`config.mk`:
```
export PLATFORM = sky130hd
export DESIGN_NAME = core_datapath
export DESIGN_NICKNAME = d
export VERILOG_FILES = /design/src/hdl/core_alu.v /design/src/hdl/core_datapath.v
export VERILOG_INCLUDE_DIRS = /design/src /design/src/hdl
export SDC_FILE = /design/constraint.sdc
export NUM_CORES = 1
export LEC_CHECK = 0
export BUFFER_PORTS_ARGS = -buffer_cell sky130_fd_sc_hd__buf_2
export CAP_MARGIN = 30
export CORE_ASPECT_RATIO = 2
export CORE_MARGIN = 2
export CORE_UTILIZATION = 35
export CTS_BUF_LIST = sky130_fd_sc_hd__clkbuf_2 sky130_fd_sc_hd__clkbuf_4 sky130_fd_sc_hd__clkbuf_8
export DETAILED_ROUTE_END_ITERATION = 8
export MAX_ROUTING_LAYER = met4
export PLACE_DENSITY = 0.59
export SLEW_MARGIN = 20
export SYNTH_ARGS = -nofsm -noshare
export SYNTH_HDL_FRONTEND = slang
export SYNTH_SLANG_ARGS = --single-unit
```
`constraint.sdc`:
```
create_clock -name CLK_SYS -period 12.4 [get_ports CLK_SYS]
set_clock_uncertainty 0.1 [all_clocks]
set_input_delay 1.24 -clock CLK_SYS [delete_from_list [all_inputs] [get_ports CLK_SYS]]
set_output_delay 1.24 -clock CLK_SYS [all_outputs]
set_load 0.02 [all_outputs]
```
`src/hdl/core_regs.vh`:
```
// constants for the 8-bit core datapath
`ifndef CORE_REGS_VH
`define CORE_REGS_VH
// -----------------------------------------------------------------
// widths and sizes
// -----------------------------------------------------------------
`define INSN_W        14
`define DATA_W        8
`define PC_W          11
`define PROG_WORDS    2048
`define FILE_ADDR_W   7
// -----------------------------------------------------------------
// timing
// -----------------------------------------------------------------
`define CYCLE_NS      20
`define INSN_CYCLE_NS 200
`define INSN_CYCLES   ((`INSN_CYCLE_NS + `CYCLE_NS - 1) / `CYCLE_NS)
// -----------------------------------------------------------------
// special register addresses in file space
// -----------------------------------------------------------------
`define ADDR_INDF     7'h00
`define ADDR_PCL      7'h02
`define ADDR_STATUS   7'h03
`define ADDR_FSR      7'h04
`define ADDR_PCLATH   7'h0a
// -----------------------------------------------------------------
// status bit positions and reset values
// -----------------------------------------------------------------
`define ST_CARRY      0
`define ST_NIBBLE     1
`define ST_ZERO       2
`define STATUS_RST    8'h18
// -----------------------------------------------------------------
// alu operation codes
// -----------------------------------------------------------------
`define OP_PASSB      4'h0
`define OP_ADD        4'h1
`define OP_SUB        4'h2
`define OP_AND        4'h3
`define OP_OR         4'h4
`define OP_XOR        4'h5
`define OP_COM        4'h6
`define OP_INC        4'h7
`define OP_DEC        4'h8
`define OP_RLF        4'h9
`define OP_RRF        4'ha
`define OP_SWAP       4'hb
`define OP_CLR        4'hc
`define OP_BCF        4'hd
`define OP_BSF        4'he
`endif

```
`src/hdl/core_alu.v`:
```
// 8-bit alu with carry, nibble carry and zero outputs
`timescale 1ns/10ps
module core_alu #(
  parameter W = 8
) (
  input  wire [3:0]   op,       // operation code
  input  wire [W-1:0] a,        // working accumulator
  input  wire [W-1:0] b,        // file or literal operand
  input  wire [2:0]   bit_sel,  // bit index for bit ops
  input  wire         carry_in, // current carry flag
  output reg  [W-1:0] result,   // result byte
  output reg          carry,    // carry / not-borrow
  output reg          nibble,   // nibble carry / not-borrow
  output wire         zero      // result is zero
);
`include "core_regs.vh"
  reg [W:0] sum;
  reg [4:0] low;
  // -----------------------------------------------------------------
  // operation select
  // -----------------------------------------------------------------
  always @* begin
    sum    = {(W+1){1'b0}};
    low    = 5'h00;
    result = b;
    carry  = carry_in;
    nibble = 1'b0;
    case (op)
      `OP_ADD: begin
        sum    = {1'b0, b} + {1'b0, a};
        low    = {1'b0, b[3:0]} + {1'b0, a[3:0]};
        result = sum[W-1:0];
        carry  = sum[W];
        nibble = low[4];
      end
      `OP_SUB: begin
        sum    = {1'b0, b} + {1'b0, ~a} + {{W{1'b0}}, 1'b1};
        low    = {1'b0, b[3:0]} + {1'b0, ~a[3:0]} + 5'h01;
        result = sum[W-1:0];
        carry  = sum[W];
        nibble = low[4];
      end
      `OP_AND:  result = a & b;
      `OP_OR:   result = a | b;
      `OP_XOR:  result = a ^ b;
      `OP_COM:  result = ~b;
      `OP_INC:  result = b + {{(W-1){1'b0}}, 1'b1};
      `OP_DEC:  result = b - {{(W-1){1'b0}}, 1'b1};
      `OP_RLF: begin
        result = {b[W-2:0], carry_in};
        carry  = b[W-1];
      end
      `OP_RRF: begin
        result = {carry_in, b[W-1:1]};
        carry  = b[0];
      end
      `OP_SWAP: result = {b[3:0], b[W-1:4]};
      `OP_CLR:  result = {W{1'b0}};
      `OP_BCF:  result = b & ~({{(W-1){1'b0}}, 1'b1} << bit_sel);
      `OP_BSF:  result = b | ({{(W-1){1'b0}}, 1'b1} << bit_sel);
      default:  result = b;
    endcase
  end
  assign zero = (result == {W{1'b0}});
endmodule // core_alu

```
`src/hdl/core_datapath.v`:
```
// two-stage execution core of the 8-bit microcontroller
//
// Function
// - fetch one 14-bit word per cycle on separate program bus
// - fetch of next instruction overlaps execution of current one
// - instructions that leave program flow alone complete in one instruction cycle
// - program flow changes take two instruction cycles
// - program counter spans 512, 1K or 2K internal words
// - special registers including pc mapped in data space, direct and indirect
// - 8-bit alu adds, subtracts, shifts and does logic
// - arithmetic is two's complement
// - two-operand ops use accumulator with file register or literal
// - single-operand ops act on accumulator or file register
// - accumulator is 8 bits and has no data address
// - alu updates carry, nibble carry and zero per instruction, except when STATUS is the file destination
// - in subtraction carry and nibble carry mean no borrow
`timescale 1ns/10ps
module core_datapath #(
  parameter PC_W  = 11,   // 9, 10 or 11 for 512, 1K, 2K words
  parameter RAM_N = 128   // general file bytes
) (
  input  wire        CLK_SYS,   // system clock, 50 MHz
  input  wire        RST,       // synchronous reset, active high
  output reg  [10:0] PROG_ADDR, // program memory word address
  input  wire [13:0] PROG_DATA, // instruction word, valid one cycle after address
  output reg         INSN_STEP, // pulse: instruction completed
  output reg  [7:0]  ACC,       // working accumulator
  output reg  [7:0]  STATUS     // status register
);
`include "core_regs.vh"
  localparam ST_FILL = 1'b0;
  localparam ST_EXEC = 1'b1;
  // -----------------------------------------------------------------
  // state
  // -----------------------------------------------------------------
  reg          state;
  reg  [3:0]   phase;            // sub-cycle counter within instruction cycle
  reg  [13:0]  insn;             // instruction being executed
  reg  [10:0]  pc;
  reg  [7:0]   pclath;
  reg  [7:0]   fsr;
  reg  [7:0]   ram [0:RAM_N-1];
  reg  [10:0]  stack [0:7];
  reg  [2:0]   sp;
  wire         last = (phase == `INSN_CYCLES - 1);
  wire [10:0]  pc_mask = (11'h001 << PC_W) - 11'h001;
  // -----------------------------------------------------------------
  // decode
  // -----------------------------------------------------------------
  wire [1:0]   grp   = insn[13:12];
  wire [3:0]   sub   = insn[11:8];
  wire         dest  = insn[7];
  wire [6:0]   faddr = insn[6:0];
  wire [7:0]   lit   = insn[7:0];
  wire [6:0]   eaddr = (faddr == `ADDR_INDF) ? fsr[6:0] : faddr;
  function [7:0] file_read;
    input [6:0] adr;
    begin
      case (adr)
        `ADDR_INDF:   file_read = 8'h00;
        `ADDR_PCL:    file_read = pc[7:0];
        `ADDR_STATUS: file_read = STATUS;
        `ADDR_FSR:    file_read = fsr;
        `ADDR_PCLATH: file_read = pclath;
        default:      file_read = (adr < RAM_N) ? ram[adr] : 8'h00;
      endcase
    end
  endfunction
  wire [7:0]   fval = file_read(eaddr);
  // -----------------------------------------------------------------
  // operation decode to alu code and flag mask {c,dc,z}
  // -----------------------------------------------------------------
  reg [3:0] op;
  reg [7:0] opb;
  reg [2:0] fmask;
  reg       wr_file;
  reg       wr_acc;
  reg       branch;
  reg       skip_test;
  reg       skip_on_set;
  always @* begin
    op = `OP_PASSB; opb = fval; fmask = 3'b000;
    wr_file = 1'b0; wr_acc = 1'b0; branch = 1'b0;
    skip_test = 1'b0; skip_on_set = 1'b0;
    case (grp)
      // file operand, result to acc or file; sub 0 moves acc to file
      2'b00: begin
        wr_file = dest;
        wr_acc  = ~dest;
        case (sub)
          4'h0: begin wr_file = dest; wr_acc = 1'b0; op = dest ? `OP_PASSB : `OP_PASSB; opb = ACC; end
          4'h1: begin op = `OP_CLR; fmask = 3'b001; end
          4'h2: begin op = `OP_SUB; fmask = 3'b111; end
          4'h3: begin op = `OP_DEC; fmask = 3'b001; end
          4'h4: begin op = `OP_OR;  fmask = 3'b001; end
          4'h5: begin op = `OP_AND; fmask = 3'b001; end
          4'h6: begin op = `OP_XOR; fmask = 3'b001; end
          4'h7: begin op = `OP_ADD; fmask = 3'b111; end
          4'h8: begin op = `OP_PASSB; fmask = 3'b001; end
          4'h9: begin op = `OP_COM; fmask = 3'b001; end
          4'ha: begin op = `OP_INC; fmask = 3'b001; end
          4'hb: begin op = `OP_DEC; skip_test = 1'b1; end
          4'hc: begin op = `OP_RRF; fmask = 3'b100; end
          4'hd: begin op = `OP_RLF; fmask = 3'b100; end
          4'he: op = `OP_SWAP;
          default: begin op = `OP_INC; skip_test = 1'b1; end
        endcase
      end
      // bit set, clear and test
      2'b01: begin
        case (sub[3:2])
          2'b00: begin op = `OP_BCF; wr_file = 1'b1; end
          2'b01: begin op = `OP_BSF; wr_file = 1'b1; end
          2'b10: begin skip_test = 1'b1; skip_on_set = 1'b0; end
          default: begin skip_test = 1'b1; skip_on_set = 1'b1; end
        endcase
      end
      2'b10: branch = 1'b1;
      default: begin
        opb = lit; wr_acc = 1'b1;
        case (sub[3:1])
          3'b100:  begin op = `OP_OR;  fmask = 3'b001; end
          3'b101:  begin op = `OP_AND; fmask = 3'b001; end
          3'b110:  begin op = sub[0] ? `OP_ADD : `OP_SUB; fmask = 3'b111; end
          3'b111:  begin op = `OP_XOR; fmask = 3'b001; end
          default: op = `OP_PASSB;
        endcase
      end
    endcase
  end
  // -----------------------------------------------------------------
  // alu
  // -----------------------------------------------------------------
  wire [7:0] res;
  wire       c_out;
  wire       dc_out;
  wire       z_out;
  wire [2:0] bsel = {sub[1:0], dest};
  core_alu #(.W(8)) alu (
    .op       (op),
    .a        (ACC),
    .b        (opb),
    .bit_sel  (bsel),
    .carry_in (STATUS[`ST_CARRY]),
    .result   (res),
    .carry    (c_out),
    .nibble   (dc_out),
    .zero     (z_out)
  );
  wire bit_val = fval[bsel];
  wire skip    = skip_test & ((grp == 2'b00) ? z_out : (bit_val == skip_on_set));
  wire ret_op  = (insn == 14'h0008) | (grp == 2'b11 && sub[3:2] == 2'b01);
  wire pcl_wr  = wr_file & (eaddr == `ADDR_PCL);
  wire flow    = branch | ret_op | skip | pcl_wr;
  // -----------------------------------------------------------------
  // pipeline: fetch address advances while insn executes
  // -----------------------------------------------------------------
  always @(posedge CLK_SYS) begin
    if (RST) begin
      state <= ST_FILL; phase <= 4'h0; insn <= 14'h0000;
      pc <= 11'h000; PROG_ADDR <= 11'h000; INSN_STEP <= 1'b0;
      ACC <= 8'h00; STATUS <= `STATUS_RST; fsr <= 8'h00; pclath <= 8'h00; sp <= 3'h0;
    end else begin
      INSN_STEP <= 1'b0;
      phase <= last ? 4'h0 : phase + 4'h1;
      if (last) begin
        case (state)
          ST_FILL: begin
            insn <= PROG_DATA; state <= ST_EXEC;
            pc <= (pc + 11'h001) & pc_mask; PROG_ADDR <= (pc + 11'h001) & pc_mask;
          end
          ST_EXEC: begin
            INSN_STEP <= 1'b1;
            if (wr_acc) ACC <= (ret_op) ? lit : res;
            if (fmask[0]) STATUS[`ST_ZERO] <= z_out;
            if (fmask[1]) STATUS[`ST_NIBBLE] <= dc_out;
            if (fmask[2]) STATUS[`ST_CARRY] <= c_out;
            if (wr_file) begin
              case (eaddr)
                `ADDR_STATUS: STATUS <= {res[7:3], STATUS[2:0]};
                `ADDR_FSR:    fsr <= res;
                `ADDR_PCLATH: pclath <= res;
                `ADDR_PCL:    ;
                default:      if (eaddr < RAM_N) ram[eaddr] <= res;
              endcase
            end
            if (flow) begin
              state <= ST_FILL;
              if (branch) begin
                if (~sub[3]) begin stack[sp] <= pc; sp <= sp + 3'h1; end
                // target field already spans the full 2K space, so the page bits fall away
                PROG_ADDR <= insn[10:0] & pc_mask;
                pc        <= insn[10:0] & pc_mask;
              end else if (ret_op) begin
                PROG_ADDR <= stack[sp - 3'h1]; pc <= stack[sp - 3'h1]; sp <= sp - 3'h1;
              end else if (pcl_wr) begin
                PROG_ADDR <= {pclath[2:0], res} & pc_mask; pc <= {pclath[2:0], res} & pc_mask;
              end else begin
                PROG_ADDR <= (pc + 11'h001) & pc_mask; pc <= (pc + 11'h001) & pc_mask;
              end
            end else begin
              insn <= PROG_DATA;
              PROG_ADDR <= (pc + 11'h001) & pc_mask; pc <= (pc + 11'h001) & pc_mask;
            end
          end
          default: state <= ST_FILL;
        endcase
      end
    end
  end
endmodule // core_datapath

```
---- Word-level counts from Yosys, hierarchy flattened ----
Memories as Yosys holds them, arrays and structs flattened.
Cells that the tools add are included.
W data, S select, Z words.
word-level totals
  register bits after elaboration ......... 66
  bits in writable memories ............... 1112
  input bits .............................. 16
  output and inout port bits .............. 28
  memories ................................ 2
operators by class
  add/sub/neg operators ................... 12
  $lt $le $gt $ge ......................... 1
  equal/unequal tests ..................... 47
  shift-type cells ........................ 1
  muxes and demuxes ....................... 60
  bitwise logic cells ..................... 18
  reductions and logical operators ........ 28
memories
  name   words  bits a word  read ports  clocked after memory_dff  wr ports  RTL line            source
  ram    128    8            1           0                         1         core_datapath.v:42  reg [7:0] ram [0:RAM_N-1];
  stack  8      11           1           0                         1         core_datapath.v:43  reg [10:0] stack [0:7];
operators with widths
  cell                   number
  $pmux W8 S14           1
  $eq A4 B4 Y1 const B   15
  $pmux W4 S12           1
  $mux W11               4
  $pmux W8 S5            1
  $eq A4 B3 Y1 const B   8
  $pmux W14 S2           1
  $mux W1                27
  $not A8 Y8             3
  $pmux W11 S2           1
  $add A8 B8 Y9          2
  $and A8 B8 Y8          2
  $eq A4 B2 Y1 const B   4
  $mux W8                2
  $or A8 B8 Y8           2
  $pmux W8 S2            1
  $reduce_or A2 Y1       8
  $mux W3                5
  $eq A14 B4 Y1 const B  1
  $eq A7 B2 Y1 const B   2
  $logic_not A7 Y1       2
  $mux W14               1
  $reduce_or A14 Y1      1
  $eq A3 B3 Y1 const B   4
  45 further kinds       68

---- Longest topological paths before layout ----
  depth in word-level cells ............... 19
  mapped depth ............................ 36

---- Cells and area by module ----
A second synthesis with hierarchy kept.
second synthesis, totals
  cell total of the unflattened synthesis .. 3811
  area total of the unflattened synthesis .. 51319.2 µm²
by module, submodules not included
  module         instances  cells each  area each (µm²)
  core_datapath  1          3440        48950.7
  core_alu       1          371         2368.5

---- Worst setup path before layout ----
Ideal clock, no wire load.
  kind .................................... register to register
  from .................................... reg insn[3]
  to ...................................... mem ram[0][3], data pin
  library setup time ...................... 0.992 ns
  arrival time ............................ 8.083 ns
  data required time ...................... 11.308 ns
  slack ................................... 3.225 ns
  stages on the path, launching flop included .. 18
  path buffers ............................ 2
  cells stage by stage .................... dfxtp_1 > buf_2 > or4_4 > o31ai_2 > buf_4 > a21oi_1 > a22oi_1 > o2111ai_1 > a2111oi_0 > o211ai_2 > o2111ai_2 > nor2b_1 > ha_1 > and3_1 > a221oi_1 > o21ai_0 > mux2i_1 > a41oi_1
between the ends
  longest elaborated chain between the ends .. 9
RTL lines
  item                                           RTL line             source
  start: declaration                             core_datapath.v:38   reg [13:0] insn;
  start signal: assignment                       core_datapath.v:160  state <= ST_FILL; phase <= 4'h0; insn <= 14'h0000;
  start signal: assignment                       core_datapath.v:169  insn <= PROG_DATA; state <= ST_EXEC;
  start signal: assignment                       core_datapath.v:202  insn <= PROG_DATA;
  $logic_not A7 Y1 (no source line)              --
  $mux W7                                        core_datapath.v:55   wire [6:0] eaddr = (faddr == `ADDR_INDF) ? fsr[6:0] : faddr;
  $mem_v2 Z128 W8, or another cell as far along  --
  $pmux W8 S5                                    core_datapath.v:59   case (adr)
  $mux W8                                        core_datapath.v:90   case (sub)
  $pmux W8 S2 (*)                                core_datapath.v:85   case (grp)
  $add A8 B8 Y9                                  core_alu.v:37        sum = {1'b0, b} + {1'b0, ~a} + {{W{1'b0}}, 1'b1};
  $add A9 B1 Y9                                  core_alu.v:37
  $pmux W8 S14 (*)                               core_alu.v:28        case (op)
  net alu.result[3]                              core_alu.v:11        output reg [W-1:0] result,
  end: declaration                               core_datapath.v:42
The timed path passes the listed nets; every way through them passes the cells marked *.

---- Final worst setup path ----
  from .................................... reg insn[2]
  to ...................................... reg pc[6]
between the ends
  longest elaborated chain between the ends .. 16
RTL lines
  item                                           RTL line             source
  $logic_not A7 Y1 (no source line)              --
  $mux W7                                        core_datapath.v:55
  $mem_v2 Z128 W8, or another cell as far along  --
  $pmux W8 S5                                    core_datapath.v:59
  $mux W8                                        core_datapath.v:90
  $pmux W8 S2                                    core_datapath.v:85
  $add A8 B8 Y9                                  core_alu.v:37
  $add A9 B1 Y9                                  core_alu.v:37
  $pmux W8 S14                                   core_alu.v:28
  $logic_not A8 Y1                               core_alu.v:64        assign zero = (result == {W{1'b0}});
  $mux W1                                        core_datapath.v:151  wire skip = skip_test & ((grp == 2'b00) ? z_out : (bit_val == skip_on_set));
  $and A1 B1 Y1                                  core_datapath.v:151
  $or A1 B1 Y1 (2 in series)                     core_datapath.v:154  wire flow = branch | ret_op | skip | pcl_wr;
  $mux W11 (*)                                   --
  $pmux W11 S2 (*)                               core_datapath.v:167  case (state)
  end signal: assignment                         core_datapath.v:170  pc <= (pc + 11'h001) & pc_mask; PROG_ADDR <= (pc + 11'h001) & pc_mask;
  end signal: assignment                         core_datapath.v:193  pc <= insn[10:0] & pc_mask;
  end signal: assignment                         core_datapath.v:195  PROG_ADDR <= stack[sp - 3'h1]; pc <= stack[sp - 3'h1]; sp <= sp - 3'h1;
  end: declaration                               core_datapath.v:39   reg [10:0] pc;
Mark *: on every way between the ends. The rest lies on a longest branch, timed or not. The select of a mux whose other input is x is not followed.
A chain may end at the register's enable or synchronous reset.

==> impl_metrics.tcl <==
set metrics [dict create \
    place_congestion 0.993 \
    io_buffers 43 \
    cts_tree "built" \
    setup_ws_ns 2.18 \
    finalMaxSlewViolations 0 \
    slew_headroom 0.258 \
    detailed_place_hpwl_um 121000 \
    finalHoldViolCount 0 \
    endpoint_kind "flop" \
    p_total_mw 7.34 \
    worstPathRequired_ns 13.05 \
    design_area_um2 57900 \
    final_layout_size_suffix_gt1_frac 0.134 \
    crit_arrival_ns 10.86 \
    clock-root-buffer "clkbuf_8" \
    grt_pass1_vias 36400 \
    final_cells 6196 \
    period_needed_ns 10.22 \
    p_leak_nw 19.5 \
    path_clk_slew_ns 0.07 \
    ys_ff_latch 1178 \
    wl_per_cell_um 29.8 \
    post-cts-setup-buffers 0 \
    setup_viol 0 \
    ys_seq_area_frac 0.673 \
    dp.cells 5892 \
    ys_types 97 \
    die_area_um2 151000 \
    synth-edff-count 1112 \
    drt-total-wl_um 185000 \
    via_count 37100 \
    crit_slowest_cell "dfxtp_2" \
    synthAdderAreaFrac 0.00892 \
    synth_area_per_cell_um2 12.8 \
    slowest_delay_ns 0.82 \
    holdPathStages 1 \
    start_util 0.352 \
    worst_pin_slew_ns 1.10 \
    nets 4218 \
    ys_top_cells_by_area "edfxtp_1 (65%), nand2_1 (3.8%), a21oi_1 (3.1%)" \
    run_status "finished clean" \
    syn_inst 4046 \
    synthTopCellsByCount "edfxtp_1 (1112), nand2_1 (526), nor2_1 (318), a21oi_1 (315), clkbuf_1 (181)" \
    synth_compound_area_frac 0.156 \
    clock_path_buffers 4 \
    fmax_mhz 97.9 \
    cts_resized 0 \
    drt-pass1-iter-count 8 \
    post-route-util 0.395 \
    drc 0 \
    period_share 0.824 \
    htreeDepth 4 \
    netlist_area_um2 51600 \
    reg2reg_depth 27 \
    post_dp_cell_area_um2 54600 \
    synth_most_common_cell "edfxtp_1" \
    overflow 0 \
    ir_drop_mv 0.169 \
    grtUsageTotal 0.247 \
    io_pins 44 \
    ant_nets 0 \
    power.density_nw_per_um2 127 \
    synth_top_family_by_area "compound AO/OA/AOI/OAI gates" \
    numCtsBuffers 161 \
    hold_buffers 0 \
    grt_pass1_wl_um 262000 \
    rows 199 \
    synth_xor_area_frac 0.00441 \
    dp_slack_ns 2.48 \
    async_flop_share 0 \
    clk_latency_ns 0.92 \
    synth_flop_cell "edfxtp_1" \
    max_cap_violations 0 \
    post-synth-top-area-fraction 0.647 \
    crit_type "reg2reg" \
    grt_start_max_net_pins 122 \
    syn2layout_area_growth_pct 12.2 \
    rsz0062_at_grt "false" \
    synth-simple-area-share 0.0966 \
    path_common_cell "a21oi_1" \
    setup_tns_ns 0 \
    timing.hold.ws_ns 0.392 \
    cp_max_fo 121 \
    startpoint_type "flop" \
    coreArea_um2 147000 \
    viasPerCell 5.99 \
    synth_mux_area_frac 0.0292 \
    dieWidth_um 275 \
    cts.sinks 1178 \
    drt-initial-drc-count 4000 \
    yosys_warnings 0 \
    holdCritPathClass "reg2reg" \
    antenna_found_initial 5 \
    synth_top_cell_by_area "edfxtp_1" \
    die_h_um 547 \
]
-- cell families (layout without fill, tap and decap cells) --
family | count (synthesis) | after routing
buffers and inverters | 378 | 584
and+or+nand+nor | 1145 | 1145
AOI/OAI and AO/OA | 1161 | 1161
other | 1 | 36
DFF | 1178 | 1178
muxes | 122 | 122
adders and majority gates | 35 | 35
xor gates and xnor gates | 26 | 26
-- state kept, by name (all words and copies together) (netlist names) --
signal,count
pc,11
sp,3
phase,4
state,1
fsr,8
INSN_STEP,1
ACC,8
ram,1024
pclath,8
stack,88
STATUS,8
insn,14
-- cell usage in the layout, fill, tap and decap left out, types with 77 or more instances in the layout --
cell type	count
a21oi_1	310
a31oi_1	93
buf_4	150
clkbuf_8	169
edfxtp_1	1112
mux2i_1	92
nand2_1	523
nand3_1	77
nor2_1	316
o21ai_0	156
-- final cells by class --
type / instances / area, um^2
clock inverters: 60 / 374
flip-flops and latches: 1178 / 34700
multi-input cells: 2521 / 15600
well taps: 1909 / 2390
fillers: 13700 / 88800
diodes: 4 / 10.0
clock buffers: 219 / 2700
repair buffers: 224 / 1800
inverters: 81 / 313
-- path summary, 6_finish.rpt --
| check | from | to | slack, ns |
|---|---|---|---|
| setup reg to reg | insn[2]$_SDFFE_PP0P_ | pc[6]$_SDFFE_PP0N_ | 2.18 |
| hold / removal | phase[0]$_SDFF_PP0_ | phase[0]$_SDFF_PP0_ | 0.39 |
| hold reg to reg | phase[0]$_SDFF_PP0_ | phase[0]$_SDFF_PP0_ | 0.39 |
| setup / recovery | insn[2]$_SDFFE_PP0P_ | pc[6]$_SDFFE_PP0N_ | 2.18 |
-- power breakdown --
part | switching (mW) | total, mW | internal (mW) | leakage, nW
sequential | 0.00654 | 4.30 | 4.30 | 10.9
clock | 1.49 | 2.99 | 1.49 | 1.62
combinational | 0.0334 | 0.0455 | 0.0121 | 6.92
total | 1.53 | 7.34 | 5.80 | 19.5
-- critical path, delay by kind of cell (launching register included) --
| family | cells | cell delay [ns] |
|---|---|---|
| flip-flops | 1 | 0.82 |
| adder cells (fa/ha/maj) | 1 | 0.32 |
| AND/OR/NAND/NOR | 5 | 1.01 |
| AO/OA/AOI/OAI | 18 | 6.12 |
| buffers and inverters | 3 | 1.56 |
-- routing by layer --
| layer | up-vias | global-route usage | wire length [um] |
|---|---|---|---|
| met5 | - | - | 0 |
| met4 | 0 | 0.203 | 17500 |
| met3 | 692 | 0.0351 | 12900 |
| met2 | 2081 | 0.422 | 94700 |
| met1 | 18500 | 0.248 | 59800 |
| li1 | 15800 | - | - |
Power figures use the tool's default switching activity.
